===== config.mk =====
export PLATFORM = sky130hd
export DESIGN_NAME = crb_rx_filter
export DESIGN_NICKNAME = d
export VERILOG_FILES = /design/src/crb_pkg.sv /design/src/crb_rx_filter.sv /design/src/crb_regmem.sv
export VERILOG_INCLUDE_DIRS = /design/src
export SDC_FILE = /design/constraint.sdc
export NUM_CORES = 1
export LEC_CHECK = 0
export BUFFER_PORTS_ARGS = -buffer_cell sky130_fd_sc_hd__buf_2
export CAP_MARGIN = 15
export CORE_MARGIN = 5
export CORE_UTILIZATION = 40
export DETAILED_ROUTE_END_ITERATION = 16
export PLACE_DENSITY_LB_ADDON = 0.08
export SLEW_MARGIN = 20
export SYNTH_ARGS = -nofsm -noshare
export SYNTH_HDL_FRONTEND = slang
export SYNTH_SLANG_ARGS = --single-unit
export TNS_END_PERCENT = 30

===== constraint.sdc =====
create_clock -name sys_clk_i -period 3.35 [get_ports sys_clk_i]
set_input_delay 0.335 -clock sys_clk_i [delete_from_list [all_inputs] [get_ports sys_clk_i]]
set_output_delay 0.335 -clock sys_clk_i [all_outputs]
set_load 0.05 [all_outputs]

===== src/crb_defines.svh =====
`ifndef CRB_DEFINES_SVH
`define CRB_DEFINES_SVH

// Register byte offsets on the bus
`define CRB_OFF_CTRL      8'h00
`define CRB_OFF_MEM_FIRST 8'h04
`define CRB_OFF_MEM_LAST  8'h24
`define CRB_OFF_B1_STAT   8'h28
`define CRB_OFF_B0_IDENT  8'h2c
`define CRB_OFF_B1_IDENT  8'h30

// Filter and mask byte slots in the small memory
`define CRB_MEM_DEPTH     9
`define CRB_IDX_F0_SIDH   4'h0
`define CRB_IDX_F0_EIDH   4'h1
`define CRB_IDX_F0_EIDL   4'h2
`define CRB_IDX_F1_SIDH   4'h3
`define CRB_IDX_F1_EIDH   4'h4
`define CRB_IDX_F1_EIDL   4'h5
`define CRB_IDX_M0_SIDH   4'h6
`define CRB_IDX_M0_EIDH   4'h7
`define CRB_IDX_M0_EIDL   4'h8

// Control and buffer 1 status bit positions
`define CRB_BIT_FULL      7
`define CRB_BIT_MODE_HI   6
`define CRB_BIT_MODE_LO   5
`define CRB_BIT_OVF       6
`define CRB_BIT_RTR       3
`define CRB_BIT_DBEN      2
`define CRB_BIT_JOFF      1
`define CRB_BIT_HIT       0

// Reset values
`define CRB_RST_MODE      2'h0
`define CRB_RST_BIT       1'b0

`endif


===== src/crb_pkg.sv =====
package crb_pkg;
   // Receive buffer acceptance modes
   typedef enum logic [1:0] {
      CRB_MODE_ALL_VALID = 2'h0,
      CRB_MODE_STD_ONLY  = 2'h1,
      CRB_MODE_EXT_ONLY  = 2'h2,
      CRB_MODE_EVERYTHING = 2'h3
   } crb_mode_t;
endpackage


===== src/crb_rx_filter.sv =====
// Local design decisions: the address map and the APB interface to the registers.
`timescale 1ns/100ps
`include "crb_defines.svh"
//Behaviour
//RULE1: Full flag set on store into buffer 0; software clear reopens it.
//RULE2: Mode 11 takes everything incl. errors; mode 00 takes all valid.
//RULE3: Mode 10 takes valid extended only; mode 01 valid standard only.
//RULE4: Double-buffer enable set sends overflow of buffer 0 into buffer 1.
//RULE5: Jump offset bit reads as copy of double-buffer enable, not writable.
//RULE6: Filter hit bit tells which filter admitted buffer 0; read-only.
//RULE7: Each filter has writable extended id high and low match bytes.
//RULE8: Mask high byte masks standard bits 10:3 or extended bits 28:21.
//RULE9: Bit matches when mask zero or bits equal; all bits must match.
module crb_rx_filter
   import crb_pkg::*;
(
   input  wire logic        sys_clk_i,
   input  wire logic        resetn_i,
   input  wire logic [7:0]  paddr_i,
   input  wire logic        psel_i,
   input  wire logic        penable_i,
   input  wire logic        pwrite_i,
   input  wire logic [31:0] pwdata_i,
   output logic      [31:0] prdata_o,
   output logic             pready_o,
   output logic             pslverr_o,
   input  wire logic        msg_valid_i,
   input  wire logic [28:0] msg_ident_i,
   input  wire logic        msg_ext_i,
   input  wire logic        msg_rtr_i,
   input  wire logic        msg_error_i,
   output logic             msg_stored_o,
   output logic             buf0_full_o,
   output logic             buf1_full_o
);
   localparam int MW = `CRB_MEM_DEPTH * 8;

   // Byte pick from the flat filter array
   function automatic logic [7:0] pick(input logic [MW-1:0] b,
                                       input logic [3:0]    i);
      pick = b[32'(i)*8 +: 8];
   endfunction

   // Masked byte compare: zero mask bit means don't care
   function automatic logic byte_ok(input logic [7:0] rx,
                                    input logic [7:0] flt,
                                    input logic [7:0] msk);
      byte_ok = &(~msk | ~(rx ^ flt));
   endfunction

   logic [MW-1:0] mem_bytes;
   logic [7:0]    mem_rdata;
   crb_mode_t     mode_reg;
   logic          dben_reg, full0_reg, rtr0_reg, hit0_reg;
   logic          full1_reg, rtr1_reg, hit1_reg, ovf1_reg;
   logic [28:0]   id0_reg, id1_reg;
   logic [31:0]   prdata_reg, rd_next;
   logic          is_mem_reg;

   // Bus phase and address decode
   wire        setup    = psel_i & ~penable_i;
   wire        access   = psel_i & penable_i;
   wire        wr       = access & pwrite_i;
   wire [7:0]  mem_off  = paddr_i - `CRB_OFF_MEM_FIRST;
   wire [3:0]  mem_idx  = mem_off[5:2];
   wire        hit_ctrl = paddr_i == `CRB_OFF_CTRL;
   wire        hit_b1   = paddr_i == `CRB_OFF_B1_STAT;
   wire        hit_id0  = paddr_i == `CRB_OFF_B0_IDENT;
   wire        hit_id1  = paddr_i == `CRB_OFF_B1_IDENT;
   wire        hit_mem  = paddr_i >= `CRB_OFF_MEM_FIRST &&
                          paddr_i <= `CRB_OFF_MEM_LAST &&
                          paddr_i[1:0] == 2'h0;
   wire        mapped   = hit_ctrl | hit_b1 | hit_id0 | hit_id1 | hit_mem;

   // Zero wait states; unmapped addresses answer with an error
   assign pready_o  = 1'b1;
   assign pslverr_o = access & ~mapped;

   // RULE7: filter match bytes
   crb_regmem #(.DEPTH(`CRB_MEM_DEPTH), .AW(4)) u_mem (
      .sys_clk_i (sys_clk_i),
      .we_i      (wr & hit_mem),
      .waddr_i   (mem_idx),
      .wdata_i   (pwdata_i[7:0]),
      .raddr_i   (mem_idx),
      .rdata_o   (mem_rdata),
      .bytes_o   (mem_bytes)
   );

   // Filter and mask fields
   wire [7:0] f0_sidh = pick(mem_bytes, `CRB_IDX_F0_SIDH);
   wire [7:0] f0_eidh = pick(mem_bytes, `CRB_IDX_F0_EIDH);
   wire [7:0] f0_eidl = pick(mem_bytes, `CRB_IDX_F0_EIDL);
   wire [7:0] f1_sidh = pick(mem_bytes, `CRB_IDX_F1_SIDH);
   wire [7:0] f1_eidh = pick(mem_bytes, `CRB_IDX_F1_EIDH);
   wire [7:0] f1_eidl = pick(mem_bytes, `CRB_IDX_F1_EIDL);
   wire [7:0] m0_sidh = pick(mem_bytes, `CRB_IDX_M0_SIDH);
   wire [7:0] m0_eidh = pick(mem_bytes, `CRB_IDX_M0_EIDH);
   wire [7:0] m0_eidl = pick(mem_bytes, `CRB_IDX_M0_EIDL);

   // RULE8: mask byte placement
   wire [7:0] rx_top  = msg_ext_i ? msg_ident_i[28:21] : msg_ident_i[10:3];
   // RULE9: all masked bytes must match; low bytes only for extended
   wire hit_f0 = byte_ok(rx_top, f0_sidh, m0_sidh) & (~msg_ext_i |
                 (byte_ok(msg_ident_i[15:8], f0_eidh, m0_eidh) &
                  byte_ok(msg_ident_i[7:0], f0_eidl, m0_eidl)));
   wire hit_f1 = byte_ok(rx_top, f1_sidh, m0_sidh) & (~msg_ext_i |
                 (byte_ok(msg_ident_i[15:8], f1_eidh, m0_eidh) &
                  byte_ok(msg_ident_i[7:0], f1_eidl, m0_eidl)));
   wire which  = ~hit_f0 & hit_f1;  // Filter zero wins a double hit

   // RULE2 RULE3: acceptance by mode and frame format
   logic fmt_ok;
   always_comb begin
      unique case (mode_reg)
         CRB_MODE_ALL_VALID:  fmt_ok = ~msg_error_i;
         CRB_MODE_STD_ONLY:   fmt_ok = ~msg_error_i & ~msg_ext_i;
         CRB_MODE_EXT_ONLY:   fmt_ok = ~msg_error_i & msg_ext_i;
         CRB_MODE_EVERYTHING: fmt_ok = 1'b1;
      endcase
   end
   wire everything = mode_reg == CRB_MODE_EVERYTHING;
   wire accept     = msg_valid_i & fmt_ok & (everything | hit_f0 | hit_f1);

   // RULE4: overflow routing into buffer 1
   wire to_b0 = accept & ~full0_reg;
   wire to_b1 = accept & full0_reg & dben_reg & ~full1_reg;
   wire drop  = accept & ~to_b0 & ~to_b1;
   assign msg_stored_o = to_b0 | to_b1;

   // Software clears by writing zero to a full or overflow flag
   wire clr0 = wr & hit_ctrl & ~pwdata_i[`CRB_BIT_FULL];
   wire clr1 = wr & hit_b1 & ~pwdata_i[`CRB_BIT_FULL];
   wire clro = wr & hit_b1 & ~pwdata_i[`CRB_BIT_OVF];

   // Writable control fields
   always_ff @(posedge sys_clk_i or negedge resetn_i) begin
      if (!resetn_i) begin
         mode_reg <= crb_mode_t'(`CRB_RST_MODE);
         dben_reg <= `CRB_RST_BIT;
      end else if (wr & hit_ctrl) begin
         mode_reg <= crb_mode_t'(pwdata_i[`CRB_BIT_MODE_HI:`CRB_BIT_MODE_LO]);
         dben_reg <= pwdata_i[`CRB_BIT_DBEN];
      end
   end

   // RULE1: full flags, set wins over clear
   always_ff @(posedge sys_clk_i or negedge resetn_i) begin
      if (!resetn_i) begin
         full0_reg <= `CRB_RST_BIT;
         full1_reg <= `CRB_RST_BIT;
         ovf1_reg  <= `CRB_RST_BIT;
      end else begin
         full0_reg <= to_b0 | (full0_reg & ~clr0);
         full1_reg <= to_b1 | (full1_reg & ~clr1);
         ovf1_reg  <= drop | (ovf1_reg & ~clro);
      end
   end

   // RULE6: hit and remote bits follow the stored message only
   always_ff @(posedge sys_clk_i or negedge resetn_i) begin
      if (!resetn_i) begin
         {hit0_reg, rtr0_reg, id0_reg} <= '0;
         {hit1_reg, rtr1_reg, id1_reg} <= '0;
      end else begin
         if (to_b0) {hit0_reg, rtr0_reg, id0_reg} <=
                       {which, msg_rtr_i, msg_ident_i};
         if (to_b1) {hit1_reg, rtr1_reg, id1_reg} <=
                       {which, msg_rtr_i, msg_ident_i};
      end
   end

   // RULE5: jump offset bit mirrors the double-buffer enable
   wire [7:0] ctrl_rd = {full0_reg, mode_reg, 1'b0, rtr0_reg,
                         dben_reg, dben_reg, hit0_reg};
   wire [7:0] b1_rd   = {full1_reg, ovf1_reg, 2'h0, rtr1_reg,
                         2'h0, hit1_reg};
   assign rd_next = hit_ctrl ? {24'h0, ctrl_rd} :
                    hit_b1   ? {24'h0, b1_rd} :
                    hit_id0  ? {3'h0, id0_reg} :
                    hit_id1  ? {3'h0, id1_reg} : 32'h0;

   // Read data captured in setup so it is stable through access
   always_ff @(posedge sys_clk_i or negedge resetn_i) begin
      if (!resetn_i) begin
         prdata_reg <= 32'h0;
         is_mem_reg <= 1'b0;
      end else if (setup) begin
         prdata_reg <= rd_next;
         is_mem_reg <= hit_mem;
      end
   end
   assign prdata_o    = is_mem_reg ? {24'h0, mem_rdata} : prdata_reg;
   assign buf0_full_o = full0_reg;
   assign buf1_full_o = full1_reg;
endmodule


===== src/crb_regmem.sv =====
`timescale 1ns/100ps
module crb_regmem #(
   parameter int DEPTH = 9,
   parameter int AW    = 4
) (
   input  wire logic                 sys_clk_i,
   input  wire logic                 we_i,
   input  wire logic [AW-1:0]        waddr_i,
   input  wire logic [7:0]           wdata_i,
   input  wire logic [AW-1:0]        raddr_i,
   output logic      [7:0]           rdata_o,
   output logic      [DEPTH*8-1:0]   bytes_o
);
   logic [7:0] mem_reg [DEPTH];

   // No reset: filter contents are undefined until software writes them
   always_ff @(posedge sys_clk_i) begin
      if (we_i) begin
         mem_reg[waddr_i] <= wdata_i;
      end
      rdata_o <= mem_reg[raddr_i];
   end

   // Whole array visible at once for the parallel compare
   for (genvar i = 0; i < DEPTH; i++) begin : g_flat
      assign bytes_o[i*8 +: 8] = mem_reg[i];
   end
endmodule


==> results.py <==
metrics = {
    "outcome": {
        "status": "completed",
    },
    "placement": {
        "gp_congestion": 0.840,
        "place_hpwl_um": 19300,
        "place_area_sq_mm": 0.0115,
        "pre_cts_ws_ps": 244,
        "port_buffers": 86,
        "placed_cells": 1106,
    },
    "drt": {
        "wire_per_inst_um": 23.9,
        "drtPass1Iterations": 5,
        "vias": 6196,
        "drc": 0,
        "route.layer.met1.wl_um": 12600,
        "vias_per_cell": 5.36,
        "wl_met2_um": 13000,
        "wl_met3_um": 1570,
        "ant_nets": 0,
        "drt-total-wl_um": 27600,
        "drt-initial-drc-count": 447,
        "dr.max_layer_used": "met4",
    },
    "clock_tree": {
        "clkTransAtPathRegs_ps": 60,
        "postCtsSetupBuffers": 0,
        "ctsLongestPathBuffers": 3,
        "cts.sinks": 234,
        "clock_latency_ps": 530,
        "cts_root_buffer": "clkbuf_16",
        "cts_tree": "yes",
        "cts_buffers": 27,
        "h-tree-depth": 1,
    },
    "critical_path": {
        "r2r_cells": 8,
        "cp-endpoint": "msg_stored_o",
        "crit_chain": "xor2_1 > a22oi_1 > nand4_1 > o21a_1 > o221ai_2 > and3_2 > buf_2",
        "slowest_delay_ps": 410,
        "critPathLaunch": "u_mem.mem_reg[5][4]",
        "cp_top_family": "compound AO/OA/AOI/OAI gates",
        "critPathBufInv": 1,
        "end_kind": "primary output",
        "worstPathArrival_ps": 2560,
        "r2r-start": "u_mem.mem_reg[5][4]",
        "crit_type": "flop to primary output",
        "crit_fanout": 4,
        "critPathSlowestCell": "edfxtp_1",
        "cp-start-kind": "flop",
        "rrSetupSlack_ps": 700,
        "cp_num_cells": 7,
        "crit_required_ps": 3010,
        "rr_endpoint": "id1_reg[18]",
    },
    "final_layout": {
        "antenna_cells": 0,
        "fin_cells": 1156,
        "fin_util_pct": 47.2,
        "nets": 887,
        "fin_area_sq_mm": 0.0124,
        "final_cell_mix": "edfxtp_1, dfrtp_1, buf_2, mux2_4, nand2_1",
        "syn_to_final_growth_pct": 15.6,
        "layout-drive-gt1-share_pct": 32.5,
        "mostFrequentLayoutCell": "edfxtp_1",
        "largest_register_ffs": 128,
    },
    "synthesis": {
        "async_flop_share_pct": 41.9,
        "yosysSeqAreaShare_pct": 60.4,
        "synthFlopType": "edfxtp_1",
        "yosys.cell_types.count": 45,
        "synth_seq_cells": 234,
        "ys_warn_count": 0,
        "synth_top_area_share_pct": 36.0,
        "synth_top_area_cell": "edfxtp_1",
        "syn_area_sq_mm": 0.0107,
        "synth-edff-count": 128,
        "postSynthAreaPerCell_sq_um": 15.5,
        "synthCells": 690,
        "synthTopCellsByArea": "edfxtp_1, dfrtp_1, mux4_2",
    },
    "timing": {
        "finClkSkew_ps": 12.9,
        "setup_slack_ps": 450,
        "grt_setup_unrepaired": "false",
        "tns_ps": 0,
        "worst_pin_slew_ps": 834,
        "whs_ps": 57.6,
        "slew_headroom_pct": 44.4,
        "min_period_ps": 2900,
        "setup_viol_count_final": 0,
        "hold_violations": 0,
        "slew_violations": 0,
        "clock.fmax_mhz": 345,
        "period_share_pct": 86.6,
    },
    "global_routing": {
        "antenna_found_initial": 1,
        "globalRouteTotalUtil_pct": 18.1,
        "grt_pass1_vias": 6686,
        "grt_max_degree": 89,
        "grt_pass1_wl_um": 42100,
        "grt_overflow": 0,
    },
    "floorplanning": {
        "start_util_pct": 40.8,
        "die_w_um": 173,
        "dieArea_sq_mm": 0.0301,
        "die_height_um": 173,
        "fp-row-count": 59,
        "fp.coreArea_sq_mm": 0.0262,
        "io_pins": 115,
    },
    "pwr": {
        "p_leak_nw": 4.86,
        "power_mw": 7.53,
        "irDropWorstVdd_mv": 0.308,
        "powerDensity_mw_per_mm2": 610,
    },
    "flow_run": {
        "drv_cap": 0,
    },
    "min_path": {
        "worstHoldPathType": "primary input to flop",
    },
}
-- Yosys cell counts, types with 4 or more instances --
library cell	n
edfxtp_1	128
dfrtp_1	98
mux2_4	58
nand2_1	43
mux4_2	40
o21ai_0	37
mux2i_1	32
xor2_1	32
a22oi_1	31
nor2_1	25
nor2b_1	25
clkbuf_1	19
xnor2_1	19
mux2_2	10
dfxtp_1	8
ha_1	8
buf_12	6
inv_1	6
nand4_1	6
nand2b_1	5
a21oi_1	4
and2_1	4
buf_2	4
buf_4	4
-- worst min path at each step --
| stage | startpoint | end | slack (ps) | cells after the start |
|---|---|---|---|---|
| finish | msg_ident_i[20] | id1_reg[20] | 60 | 2 |
| CTS | msg_ident_i[20] | id1_reg[20] | 40 | 2 |
| global placement | prdata_reg[16] | prdata_reg[16] | 460 | 2 |
| detailed placement | prdata_reg[28] | prdata_reg[28] | 470 | 2 |
| global route | msg_ident_i[20] | id0_reg[20] | 40 | 2 |
| floorplan | resetn_i | buf0_full_o | 40 | 0 |
-- area by class of cell --
type / instances / area (sq um)
Fill cell: 2286 / 13800
Multi-Input combinational cell: 413 / 3940
Sequential cell: 234 / 6460
Clock buffer: 39 / 741
Clock inverter: 10 / 75.1
Inverter: 6 / 22.5
Tap cell: 335 / 419
Timing Repair Buffer: 119 / 712
-- power breakdown --
group	internal, mW	total (mW)	switching (mW)
clock	1.60	2.74	1.14
sequential	3.42	3.64	0.219
combinational	0.686	1.15	0.467
-- metal layers --
metal  GRT usage (%)  up-vias
li1                -     2797
met1            26.3     3205
met2            29.0      159
met3            2.99       35
met4            3.86        0
met5               0        -
-- kinds of logic (layout without fill, tap and decap cells) --
logic type	count (synthesis)	count (layout)	share of synthesized area, %
DFF	234	234	60.4
muxes	140	140	20.6
and+or+nand+nor	125	125	5.76
AOI/OAI and AO/OA	85	85	5.14
xor gates and xnor gates	51	51	4.18
buffers and inverters	45	174	2.89
adders and majority gates	8	8	0.936
other	2	4	0.0703
-- timing repair --
| item | CTS | global route |
|---|---|---|
| hold endpoints to repair | 0 | 80 |
| hold buffers | 0 | 1 |
| resized for setup | 0 | 0 |
No activity file was read; power rests on OpenSTA's default activity.
